$ cat src/hdl/rdo_pkg.sv
package rdo_pkg;
  // Request word layout
  localparam int RESERVED_TOP_BIT  = 31;
  localparam int POS_MSB           = 30;
  localparam int POS_LSB           = 28;
  localparam int GIVEBACK_BIT      = 27;
  localparam int MISMATCH_BIT      = 26;
  localparam int USB_COMM_BIT      = 25;
  localparam int NO_SUSPEND_BIT    = 24;
  localparam int RSVD_MID_MSB      = 23;
  localparam int RSVD_MID_LSB      = 20;
  localparam int OPER_MSB          = 19;
  localparam int OPER_LSB          = 10;
  localparam int LIMIT_MSB         = 9;
  localparam int LIMIT_LSB         = 0;
  localparam int FIELD_W           = 10;
  localparam int POS_W             = 3;
  localparam int NUM_ENTRIES       = 7;
  localparam int CURRENT_STEP_MA   = 10;
  localparam int POWER_STEP_MW     = 250;
  // Offered capability entry layout
  localparam int CAP_TYPE_MSB      = 31;
  localparam int CAP_TYPE_LSB      = 30;
  localparam logic [1:0] SUPPLY_FIXED    = 2'h0;
  localparam logic [1:0] SUPPLY_BATTERY  = 2'h1;
  localparam logic [1:0] SUPPLY_VARIABLE = 2'h2;
  localparam logic [2:0] POS_RESERVED    = 3'h0;
  localparam logic [2:0] POS_FIRST       = 3'h1;
  // Register map
  localparam logic [3:0] ADDR_CTRL   = 4'h0;
  localparam logic [3:0] ADDR_OPER   = 4'h1;
  localparam logic [3:0] ADDR_MAXV   = 4'h2;
  localparam logic [3:0] ADDR_MINV   = 4'h3;
  localparam logic [3:0] ADDR_STATUS = 4'h4;
  localparam logic [3:0] ADDR_RDO    = 4'h5;
  localparam logic [3:0] ADDR_CAPS   = 4'h8;
  localparam logic [31:0] CTRL_RESET = 32'h0;
  localparam int CTRL_POS_LSB    = 0;
  localparam int CTRL_GB_BIT     = 4;
  localparam int CTRL_USB_BIT    = 5;
  localparam int CTRL_NOSUSP_BIT = 6;
  localparam int CTRL_BUILD_BIT  = 8;

  typedef enum logic [1:0] {ST_IDLE, ST_CHECK, ST_EMIT} build_state_t;

  function automatic logic is_battery(input logic [31:0] cap);
    return cap[CAP_TYPE_MSB:CAP_TYPE_LSB] == SUPPLY_BATTERY;
  endfunction
  function automatic logic [FIELD_W-1:0] cap_limit(input logic [31:0] cap);
    return cap[FIELD_W-1:0];
  endfunction
endpackage

$ cat src/hdl/rdo_if.sv
`timescale 1ns/1ps
`default_nettype none
interface rdo_if;
  import rdo_pkg::*;
  logic [POS_W-1:0]   pos;
  logic [31:0]        cap;
  logic               pos_ok;
  logic               is_batt;
  logic [FIELD_W-1:0] limit;
  modport table_side (input pos, output cap, output pos_ok, output is_batt, output limit);
  modport user_side  (output pos, input cap, input pos_ok, input is_batt, input limit);
endinterface
`default_nettype wire

$ cat src/hdl/rdo_cap_table.sv
`timescale 1ns/1ps
`default_nettype none
module rdo_cap_table
  import rdo_pkg::*;
(
  input  wire logic                 i_mclk,
  input  wire logic                 i_reset,
  input  wire logic                 i_caps_clear,
  input  wire logic                 i_cap_we,
  input  wire logic [POS_W-1:0]     i_cap_idx,
  input  wire logic [31:0]          i_cap_wdata,
  output logic      [POS_W:0]       o_count,
  rdo_if.table_side                 lk
);
  typedef struct packed {
    logic [NUM_ENTRIES-1:0][31:0] caps;
    logic [POS_W:0]               count;
  } tab_t;
  tab_t s_q;
  tab_t s_d;

  always_comb
  begin
    s_d = s_q;
    // Fresh offer zeroes the count; old entries stay, but positions above the new count never validate
    if (i_caps_clear)
    begin
      s_d.count = '0;
    end
    if (i_cap_we && i_cap_idx != POS_RESERVED)
    begin
      s_d.caps[i_cap_idx - POS_FIRST] = i_cap_wdata;
      if ({1'b0, i_cap_idx} > s_d.count)
      begin
        s_d.count = {1'b0, i_cap_idx};
      end
    end
  end

  always_ff @(posedge i_mclk or posedge i_reset)
  begin
    if (i_reset)
    begin
      s_q <= '0;
    end
    else
    begin
      s_q <= s_d;
    end
  end

  assign o_count    = s_q.count;
  assign lk.pos_ok  = (lk.pos != POS_RESERVED) && ({1'b0, lk.pos} <= s_q.count);
  assign lk.cap     = (lk.pos == POS_RESERVED) ? 32'h0 : s_q.caps[lk.pos - POS_FIRST];
  assign lk.is_batt = is_battery(lk.cap);
  assign lk.limit   = cap_limit(lk.cap);
endmodule
`default_nettype wire

$ cat src/hdl/rdo_checker_core.sv
`timescale 1ns/1ps
`default_nettype none
module rdo_checker_core
  import rdo_pkg::*;
(
  input  wire logic                 i_pos_ok,
  input  wire logic                 i_giveback,
  input  wire logic [FIELD_W-1:0]   i_offer,
  input  wire logic [FIELD_W-1:0]   i_oper,
  input  wire logic [FIELD_W-1:0]   i_maxv,
  input  wire logic [FIELD_W-1:0]   i_minv,
  output logic                      o_mismatch,
  output logic [FIELD_W-1:0]        o_oper,
  output logic [FIELD_W-1:0]        o_low,
  output logic                      o_ok
);
  logic need_more;
  always_comb
  begin
    // Need above the offer: clamp operating value, flag mismatch
    need_more  = (i_oper > i_offer) || (!i_giveback && i_maxv > i_offer);
    o_mismatch = need_more;
    o_oper     = (i_oper > i_offer) ? i_offer : i_oper;
    if (i_giveback)
    begin
      o_low = (i_minv > o_oper) ? o_oper : i_minv;
    end
    else
    begin
      o_low = (i_maxv < o_oper) ? o_oper : i_maxv;
    end
    o_ok = i_pos_ok;
  end
endmodule
`default_nettype wire

$ cat src/hdl/power_request_object_builder.sv
`timescale 1ns/1ps
`default_nettype none
// Function
// RULE_01 - Position 1 picks first offered entry, 2 the second, upward.
// RULE_02 - GiveBack set only when software commits to drop to minimum.
// RULE_03 - Unmet need still yields valid request with mismatch bit set.
// RULE_04 - Position must reference latest offer list, within its length.
// RULE_05 - Operating value never exceeds the selected entry's offered maximum.
// RULE_06 - Mismatch without GiveBack lets maximum field exceed the offer.
// RULE_07 - No mismatch, no GiveBack: maximum field within the offer.
// RULE_08 - USB communications flag mirrors data-line capability input.
// RULE_09 - No-suspend flag optional, driven from software control.
// RULE_10 - Source decides on re-offer after seeing no-suspend.
// RULE_11 - Operating current carried now; rebuild on every need change.
// RULE_12 - Without GiveBack, operating value at most the maximum field.
// RULE_13 - Source reserve equals maximum minus operating without GiveBack.
// RULE_14 - Source answers Wait while reserve is lent out.
// RULE_15 - With GiveBack, operating value at least the minimum field.
// RULE_16 - Battery requests carry operating power with maximum power.
// RULE_17 - Battery maximum power bounded by offer unless mismatch.
// RULE_18 - Battery GiveBack carries minimum operating power.
// RULE_19 - Position bits 30..28, zero reserved; bits 31, 23..20 zero.
// RULE_20 - Flags at bits 27, 26, 25, 24.
// RULE_21 - Fixed/variable fields bits 19..10 and 9..0 in 10 mA.
// RULE_22 - Battery fields same positions in 250 mW steps.
// RULE_23 - Entry supply type picks power or current; GiveBack picks low meaning.
module power_request_object_builder
  import rdo_pkg::*;
(
  input  wire logic        i_mclk,
  input  wire logic        i_reset,
  input  wire logic        i_usb_data_capable,
  input  wire logic        i_caps_received,
  input  wire logic [3:0]  i_addr,
  input  wire logic [31:0] i_wdata,
  input  wire logic        i_wr,
  input  wire logic        i_rd,
  output logic      [31:0] o_rdata,
  output logic      [31:0] o_rdo,
  output logic             o_rdo_valid,
  output logic             o_rdo_error
);
  typedef struct packed {
    build_state_t        st;
    logic [31:0]         ctrl;
    logic [FIELD_W-1:0]  oper;
    logic [FIELD_W-1:0]  maxv;
    logic [FIELD_W-1:0]  minv;
    logic [31:0]         rdo;
    logic                valid;
    logic                error;
    logic                pending;
    logic [31:0]         rdata;
  } state_t;
  state_t s_q;
  state_t s_d;

  rdo_if lk ();

  logic [POS_W:0]      cap_count;
  logic                chk_mismatch;
  logic [FIELD_W-1:0]  chk_oper;
  logic [FIELD_W-1:0]  chk_low;
  logic                chk_ok;
  logic                cap_we;
  logic                gb;
  logic                build_req;

  assign gb     = s_q.ctrl[CTRL_GB_BIT];
  assign build_req = i_wr && ((i_addr == ADDR_CTRL && i_wdata[CTRL_BUILD_BIT]) ||
                              i_addr == ADDR_OPER || i_addr == ADDR_MAXV || i_addr == ADDR_MINV);
  assign cap_we = i_wr && i_addr >= ADDR_CAPS && i_addr < ADDR_CAPS + 4'(NUM_ENTRIES);
  assign lk.pos = s_q.ctrl[CTRL_POS_LSB +: POS_W]; // [RULE_01]

  rdo_cap_table u_table (
    .i_mclk       (i_mclk),
    .i_reset      (i_reset),
    .i_caps_clear (i_caps_received),
    .i_cap_we     (cap_we),
    .i_cap_idx    (3'(i_addr - ADDR_CAPS + 4'h1)),
    .i_cap_wdata  (i_wdata),
    .o_count      (cap_count),
    .lk           (lk)
  );

  rdo_checker_core u_check (
    .i_pos_ok   (lk.pos_ok),
    .i_giveback (gb),
    .i_offer    (lk.limit),
    .i_oper     (s_q.oper),
    .i_maxv     (s_q.maxv),
    .i_minv     (s_q.minv),
    .o_mismatch (chk_mismatch),
    .o_oper     (chk_oper),
    .o_low      (chk_low),
    .o_ok       (chk_ok)
  );

  always_comb
  begin
    s_d = s_q;
    s_d.rdata = 32'h0;
    // A new offer voids the standing request until rebuilt
    if (i_caps_received)
    begin
      s_d.valid = 1'b0; // [RULE_04]
    end
    if (i_wr)
    begin
      case (i_addr)
        ADDR_CTRL:
        begin
          s_d.ctrl    = i_wdata & 32'h0000_0077;
          s_d.pending = s_d.pending | i_wdata[CTRL_BUILD_BIT];
        end
        ADDR_OPER:
        begin
          s_d.oper    = i_wdata[FIELD_W-1:0];
          s_d.pending = 1'b1; // [RULE_11]
        end
        ADDR_MAXV:
        begin
          s_d.maxv    = i_wdata[FIELD_W-1:0];
          s_d.pending = 1'b1;
        end
        ADDR_MINV:
        begin
          s_d.minv    = i_wdata[FIELD_W-1:0];
          s_d.pending = 1'b1;
        end
        default:
        begin
        end
      endcase
    end
    if (i_rd)
    begin
      case (i_addr)
        ADDR_CTRL:   s_d.rdata = s_q.ctrl;
        ADDR_OPER:   s_d.rdata = {22'h0, s_q.oper};
        ADDR_MAXV:   s_d.rdata = {22'h0, s_q.maxv};
        ADDR_MINV:   s_d.rdata = {22'h0, s_q.minv};
        ADDR_STATUS: s_d.rdata = {24'h0, cap_count, 1'b0, s_q.pending, s_q.error, s_q.valid};
        ADDR_RDO:    s_d.rdata = s_q.rdo;
        default:     s_d.rdata = 32'h0;
      endcase
    end
    case (s_q.st)
      ST_IDLE:
      begin
        if (s_q.pending)
        begin
          s_d.st      = ST_CHECK;
          // A strobe landing now must not be lost to the clear
          s_d.pending = build_req; // [RULE_11]
        end
      end
      ST_CHECK:
      begin
        if (!chk_ok)
        begin
          // Bad or stale position: never emit a request pointing at it
          s_d.error = 1'b1; // [RULE_04]
          s_d.valid = 1'b0;
          s_d.st    = ST_IDLE;
        end
        else
        begin
          s_d.st = ST_EMIT;
        end
      end
      ST_EMIT:
      begin
        s_d.rdo = 32'h0; // [RULE_19]
        s_d.rdo[POS_MSB:POS_LSB]    = lk.pos; // [RULE_01] [RULE_19]
        s_d.rdo[GIVEBACK_BIT]       = gb; // [RULE_02] [RULE_20]
        s_d.rdo[MISMATCH_BIT]       = chk_mismatch; // [RULE_03] [RULE_06] [RULE_17]
        s_d.rdo[USB_COMM_BIT]       = i_usb_data_capable; // [RULE_08]
        s_d.rdo[NO_SUSPEND_BIT]     = s_q.ctrl[CTRL_NOSUSP_BIT]; // [RULE_09]
        // Same slots for current and power; unit follows entry type
        s_d.rdo[OPER_MSB:OPER_LSB]  = chk_oper; // [RULE_05] [RULE_16] [RULE_21] [RULE_22] [RULE_23]
        // Low field: max without GiveBack, min with it; clamped around oper
        s_d.rdo[LIMIT_MSB:LIMIT_LSB] = chk_low; // [RULE_07] [RULE_12] [RULE_15] [RULE_18] [RULE_23]
        // Offer may have been wiped while checking; never validate a stale position
        s_d.valid = chk_ok && !i_caps_received; // [RULE_04]
        s_d.error = 1'b0;
        s_d.st    = ST_IDLE;
      end
      default:
      begin
        s_d.st = ST_IDLE;
      end
    endcase
  end

  always_ff @(posedge i_mclk or posedge i_reset)
  begin
    if (i_reset)
    begin
      s_q <= '{st: ST_IDLE, ctrl: CTRL_RESET, default: '0};
    end
    else
    begin
      s_q <= s_d;
    end
  end

  assign o_rdata     = s_q.rdata;
  assign o_rdo       = s_q.rdo;
  assign o_rdo_valid = s_q.valid;
  assign o_rdo_error = s_q.error;
endmodule
`default_nettype wire

$ cat config.mk
export PLATFORM = sky130hd
export DESIGN_NAME = power_request_object_builder
export DESIGN_NICKNAME = d
export VERILOG_FILES = /design/src/hdl/rdo_pkg.sv /design/src/hdl/rdo_if.sv /design/src/hdl/rdo_cap_table.sv /design/src/hdl/rdo_checker_core.sv /design/src/hdl/power_request_object_builder.sv
export SDC_FILE = /design/constraint.sdc
export NUM_CORES = 1
export LEC_CHECK = 0
export ABC_AREA = 1
export BUFFER_PORTS_ARGS = -buffer_cell sky130_fd_sc_hd__buf_2
export CAP_MARGIN = 5
export CORE_MARGIN = 2
export CORE_UTILIZATION = 50
export CTS_BUF_LIST = sky130_fd_sc_hd__clkbuf_8 sky130_fd_sc_hd__clkbuf_16
export DETAILED_ROUTE_END_ITERATION = 6
export GPL_TIMING_DRIVEN = 0
export PLACE_DENSITY = 0.73
export SLEW_MARGIN = 5
export SYNTH_ARGS = -nofsm -noshare
export SYNTH_HDL_FRONTEND = slang
export SYNTH_SLANG_ARGS = --single-unit
export TNS_END_PERCENT = 20
$ cat constraint.sdc
create_clock -name i_mclk -period 5.2 [get_ports i_mclk]
set_input_delay 1.04 -clock i_mclk [delete_from_list [all_inputs] [get_ports i_mclk]]
set_output_delay 1.04 -clock i_mclk [all_outputs]
set_load 0.01 [all_outputs]
==> key figures, run 1 <==
Synth
  – Syn_area_per_cell: around 8.4 um^2
  – Synth top area cells: dfrtp_1 (46%), nand2_1 (9.0%), o21ai_0 (8.9%)
  – Synthesized area: between 9000 and 10000 um^2
  – Sequential cell area fraction in the yosys report: approximately 46%
  – Adder-cell share of the synthesized area: 7.43%
  – Share of the synthesized area in the top cell type: between 40 and 50%
  – Main combinational cell family by area after synthesis: compound AO/OA/AOI/OAI gates
  – Synth async-reset ratio: 100%
  – Unique masters post-synth: 43
  – Synth Area in Simple Gates: 17.0%
  – Most used DFF post-synth: dfrtp_1
  – Top cell type by total area after synthesis: dfrtp_1
  – Synth Area in Compound Gates: 17.0%
  – EDFF count, synth: 0
  – Post-synthesis cell count: 1100
  – Portion of netlist area occupied by mux cells: 0%
  – Warnings from Yosys: 0
  – XOR/XNOR Fraction of Synth Area: 0.392%
  – Number of synthesized register bits: 169

Drt
  – DRC viols: 14
  – First drt pass iteration count: 7
  – Antenna-violating nets left: 0
  – 1st-iter DRT viols: 691
  – WL/cell: 17.3 um
  – Total number of vias: ~8000
  – Vias/cell: 5.46
  – Routed WL: approximately 25000 um

Worst setup path
  – R2R Path End: o_rdo[2]
  – CP arrival: ~5.3 ns
  – WP data required: 5.57 ns
  – Reg2reg path depth: 31
  – CP Max Fanout: 12
  – CP Launch Point: lk.pos[0]
  – CP max-delay cell: dfrtp_1
  – CP Capture Type: flop
  – Reg-to-reg setup timing slack: 0.23 ns
  – Reg-to-reg startpoint: lk.pos[0]
  – Type of origin of the critical path: flop
  – Max stage delay on crit path: 0.37 ns
  – CP Class: flop to flop
  – Critical Path End: o_rdo[2]

Timing
  – Fin. max-slew vios: 0
  – Hold Violations, Final: 0
  – Worst slew margin: roughly 46%
  – Clock Skew: 0.0101 ns
  – F_max: 0.201 GHz
  – Worst-margin pin slew: roughly 0.8 ns
  – Fin crit share: 95.6%
  – Period minus WS final: 4.97 ns
  – Setup violators final: 0
  – Setup TNS: 0 ns

Global routing
  – Initial antenna violation count: 0
  – Vias in the first global route: around 7500
  – First-pass GRT wire length: approximately 40000 um
  – GRT Util Overall: 26.4%
  – Global route total overflow: 0
  – Largest net degree at the start of global routing: 41

Clock tree
  – CTS tree: done
  – H-tree Lvls: 4
  – Root Driver: clkbuf_16
  – CTS sink count: 169
  – Clock Latency Late Sink: between 0.4 and 0.5 ns
  – Clk buf depth: 2
  – Clock-pin slew on the worst setup and hold paths: 0.07 ns
  – CTS Buf Count: 17
  – Hold Buf Count CTS: 0

Run status
  – Run status: complete, but fails checks
  – Failing checks: design-rule violations

Die
  – Starting density of the core: 51.2%
  – Die Y: 140 um
  – Cell row count: 49
  – Num ports: 108
  – Die area: 19600 um^2
  – Die boundary width: ~140 um
  – Core box area: 18100 um^2

Layout
  – # diodes: 0
  – Fin area: 10900 um^2
  – Non-filler cells, final: 1462
  – Commonest non-fill, non-tap cell in the layout: nand2_1
  – Sequential cell area: 4230 um^2
  – P&R area growth vs syn: 17.3%
  – Layout cells sized above 1: 20.7%
  – Filler cell count: 1598
  – Final Util: approximately 60%
  – Area occupied by multi-input gates: 4030 um^2
  – Commonest non-fill, non-tap cells in the layout: nand2_1 (221), dfrtp_1 (169), o21ai_0 (164)
  – Nets@finish: 1317

Placed design
  – Area post-placement: around 10000 um^2
  – RePlAce Congestion: 0.939
  – Detailed Place HPWL: 18100 um
  – Number of port buffers: 74
  – Placed cells: approximately 1400

Power
  – Peak VDD IR: 0.296 mV
  – Leakage: 0.00547 uW
  – Cell Pwr Density: 580 nW/um^2

Min path
  – Worst hold start: u_table.s_q[40]
  – Worst Hold Depth: 2
  – Hold Crit Class: flop to flop

Job
  – MaxCap Viol Count: 0
timing repair:
action | 4_1_cts | 5_1_grt
setup endpoints to repair | 10 | 10
setup buffers | 2 | 12
pin swaps | 5 | 11
resized for setup | 8 | 15
state kept, by name, summed over array words and instances, names as in the netlist:
signal / flops
o_rdo_valid: 1
s_q: 35
o_rdata: 27
gb: 1
u_table.s_q: 70
lk.pos: 3
u_table.o_count: 4
o_rdo: 27
o_rdo_error: 1
layer usage:
layer | part of all wire (%) | wire length (um) | vias to the layer above | global-route usage, %
met3 | 6.5 | 1640 | 64 | 4.96
met4 | 3.3 | 833 | 0 | 10.6
met1 | 42 | 10600 | 3794 | 35.3
li1 | - | - | 3823 | -
met2 | 48 | 12100 | 303 | 42.8
met5 | 0 | 0 | - | 0
worst max-delay path, delay by kind of cell, from the launching register on:
kind            cells  cell delay, ns
buf+inv            12            1.47
compound gates      8            1.28
simple gates        8            0.93
fa+ha+maj           3            0.84
flops               1            0.37
cell usage after synthesis (2+ instances only):
library cell and number:
o21ai_2 9, buf_4 69, nand3_2 13, inv_1 93
inv_4 2, buf_2 4, dfrtp_1 169, buf_6 8
a31oi_1 6, nor2_1 81, a221oi_1 8, nand3_1 32
nand2_2 2, nor3_1 4, clkbuf_1 38, nand4_1 14
a21oi_1 54, a211oi_1 2, clkinv_1 2, o21ai_1 12
ha_1 55, nand2_1 222, o211ai_1 9, o22ai_1 7
o21ai_0 165, o21a_1 2, a21oi_2 2
metrics by stage:
stage / hold WS (ns) / power, uW / worst slack [ns]
finish: 0.484 / 6300 / 0.227
global route: 0.509 / 6770 / -0.0661
CTS: 0.484 / 6080 / 0.00400
detailed placement: 0.468 / 4710 / -0.365
global placement: 0.461 / 4610 / -0.349
floorplan: 0.446 / 3920 / 0.641
where the power goes:
| part | switching (uW) | internal (uW) | total [uW] |
|---|---|---|---|
| clock network | 574 | 732 | 1310 |
| registers | 271 | 1630 | 1900 |
| logic | 1840 | 1260 | 3100 |
| total | 2680 | 3620 | 6300 |
how the worst min path moves through the flow:
stage                  endpoint  slack, ns
2_1_floorplan   u_table.s_q[68]       0.45
3_3_place_gp    u_table.s_q[43]       0.46
3_5_place_dp    u_table.s_q[39]       0.47
4_1_cts        u_table.s_q[165]       0.48
5_1_grt         u_table.s_q[73]       0.51
6_report        u_table.s_q[40]       0.48
cell families after synthesis:
kind of cell | after synthesis
compound gates | 283
xor+xnor | 2
fa+ha+maj | 55
buf+inv | 218
flops | 169
other cells | 1
simple gates | 372
final cells by class:
cell class,instances,area share [%]
Buffer,120,7.19
Multi-Input combinational cell,722,37.1
Timing Repair Buffer,92,5.11
Tap cell,229,2.64
Clock buffer,18,4.04
Clock inverter,14,1.47
Sequential cell,169,38.9
Inverter,98,3.47
(Power assumes the default switching activity.)
==> inputs of run 2 (changes only) <==
--- a/config.mk
+++ b/config.mk
@@ -14,4 +14,5 @@
 export DETAILED_ROUTE_END_ITERATION = 6
 export GPL_TIMING_DRIVEN = 0
+export MAX_ROUTING_LAYER = met4
 export PLACE_DENSITY = 0.73
 export SLEW_MARGIN = 5
==> constraint.sdc (replaced) <==
create_clock -name i_mclk -period 5.2 [get_ports i_mclk]
set_input_delay 1.56 -clock i_mclk [delete_from_list [all_inputs] [get_ports i_mclk]]
set_output_delay 1.56 -clock i_mclk [all_outputs]
set_load 0.01 [all_outputs]
==> key figures, run 2 (synthesis results as in run 1) <==
Layout
  – Max reg flops: 70
  – Fin area: 10900 um^2
  – Non-filler cells, final: 1462
  – Reg with most FFs: u_table.s_q
  – Largest regs: u_table.s_q: 70 flops, s_q: 35 flops
  – # diodes: 0
  – Commonest non-fill, non-tap cells in the layout: nand2_1 (221), dfrtp_1 (169), o21ai_0 (164)
  – Layout cells sized above 1: about a fifth
  – Commonest non-fill, non-tap cell in the layout: nand2_1
  – P&R area growth vs syn: 17.2%
  – Nets@finish: 1317
  – Final Util: about 60%

Clock tree
  – Hold Buf Count CTS: 0
  – H-tree Lvls: 4
  – CTS Buf Count: 17
  – Clock-pin slew on the worst setup and hold paths: roughly 0.070 ns
  – Clock Latency Late Sink: 0.44 ns
  – Root Driver: clkbuf_16
  – CTS sink count: 169
  – Clk buf depth: 2
  – CTS tree: done

Worst setup path
  – Crit path max-delay family: buffers and inverters
  – WP buf/inv: 11
  – Critical Path End: o_rdo[3]
  – Reg2reg path depth: 32
  – CP max-delay cell: dfrtp_1
  – Reg-to-reg setup timing slack: about 0.28 ns
  – CP Class: flop to flop
  – Max stage delay on crit path: roughly 0.32 ns
  – Type of origin of the critical path: flop
  – Most used cell, CP: buf_6
  – CP Capture Type: flop
  – CP arrival: approximately 5.3 ns
  – Critical Path Stages: 32
  – R2R Path End: o_rdo[3]
  – Reg-to-reg startpoint: lk.pos[0]
  – CP Max Fanout: 12
  – WP data required: between 5 and 6 ns
  – CP Launch Point: lk.pos[0]

Drt
  – WL/cell: 17.4 um
  – Vias/cell: 5.44
  – Total number of vias: 7949
  – DRC viols: 12
  – Antenna-violating nets left: 0
  – 1st-iter DRT viols: 658
  – First drt pass iteration count: 7
  – Routed WL: 25400 um

Min path
  – Hold Crit Class: flop to flop
  – Worst hold start: s_q[32]

Timing
  – Hold Violations, Final: 0
  – Worst-margin pin slew: 0.774 ns
  – Fin crit share: 94.7%
  – Worst slew margin: a little under 50%
  – Clock Skew: 0.00827 ns
  – F_max: a little over 0.2 GHz
  – RSZ-0062 raised after global routing: true
  – Period minus WS final: 4.92 ns
  – Fin. max-slew vios: 0
  – Setup violators final: 0
  – Setup TNS: 0 ns

Global routing
  – Vias in the first global route: 7393
  – GRT Util Overall: 27.2%
  – Global route total overflow: 0
  – Initial antenna violation count: 0
  – First-pass GRT wire length: 40000 um
  – Largest net degree at the start of global routing: 40

Die
  – Die area: 19600 um^2
  – Core box area: 18100 um^2
  – Starting density of the core: 51.2%
  – Die boundary width: 140 um
  – Num ports: 108
  – Cell row count: 49
  – Die Y: 140 um

Power
  – Cell Pwr Density: 578 nW/um^2
  – Leakage: 0.00545 uW
  – Total power: 6280 uW
  – Peak VDD IR: between 0.3 and 0.4 mV

Job
  – MaxCap Viol Count: 0

Placed design
  – Placed cells: 1416
  – RePlAce Congestion: 0.944
  – Number of port buffers: 74
  – Area post-placement: between 10000 and 15000 um^2
  – Detailed Place HPWL: about 18000 um

Run status
  – Run status: complete, but fails checks
  – Failing checks: design-rule violations
-- run 2: cell types whose count changed in the layout (fill, tap and decap cells not counted), sizes merged --
| cell | delta |
|---|---|
| inv | -6 |
| clkinvlp | +4 |
| clkbuf | +2 |
-- run 2: metrics by stage --
step	hold WS (ns)	setup slack, ns
6_report	0.481	0.278
5_1_grt	0.501	-0.0558
4_1_cts	0.484	0.0533
3_5_place_dp	0.464	-0.437
3_3_place_gp	0.461	-0.362
2_1_floorplan	0.446	0.641
-- run 2: repair_timing --
item	CTS	global route
buffers inserted	5	9
resized for setup	9	15
setup endpoints to repair	10	10
pin swaps	4	11
-- run 2: worst reg2reg max path, delay by kind of cell, from the launching register on --
family | cells | cell delay, ns
simple gates | 11 | 1.17
flops | 1 | 0.32
buf+inv | 11 | 1.34
compound gates | 7 | 1.08
fa+ha+maj | 3 | 0.92
-- run 2: layout make-up --
cell class / count / area (um^2)
Inverter: 98 / 377
Clock inverter: 12 / 126
Sequential cell: 169 / 4230
Clock buffer: 20 / 467
Multi-Input combinational cell: 722 / 4040
Fill cell: 1623 / 7230
Buffer: 120 / 781
Timing Repair Buffer: 92 / 556
Tap cell: 229 / 287
-- run 2: where the power goes --
part / internal, uW / switching [uW] / total [uW]
clock network: 741 / 538 / 1280
registers: 1630 / 269 / 1900
logic: 1260 / 1840 / 3100
total: 3640 / 2640 / 6280
-- run 2: worst min-delay path by stage --
| stage | to | slack (ns) | cells after the start |
|---|---|---|---|
| floorplan | u_table.s_q[68] | 0.45 | 2 |
| global placement | u_table.s_q[165] | 0.46 | 2 |
| detailed placement | s_q[129] | 0.46 | 1 |
| CTS | s_q[129] | 0.48 | 1 |
| global route | s_q[129] | 0.50 | 1 |
| finish | s_q[129] | 0.48 | 1 |
-- run 2: per-layer routing --
layer / GRT usage, % / wire length [um] / vias to the layer above
met5: - / 0 / -
met4: 10.6 / 852 / 0
met3: 4.96 / 1680 / 64
met2: 43.0 / 12100 / 306
met1: 35.3 / 10800 / 3760
li1: - / - / 3819
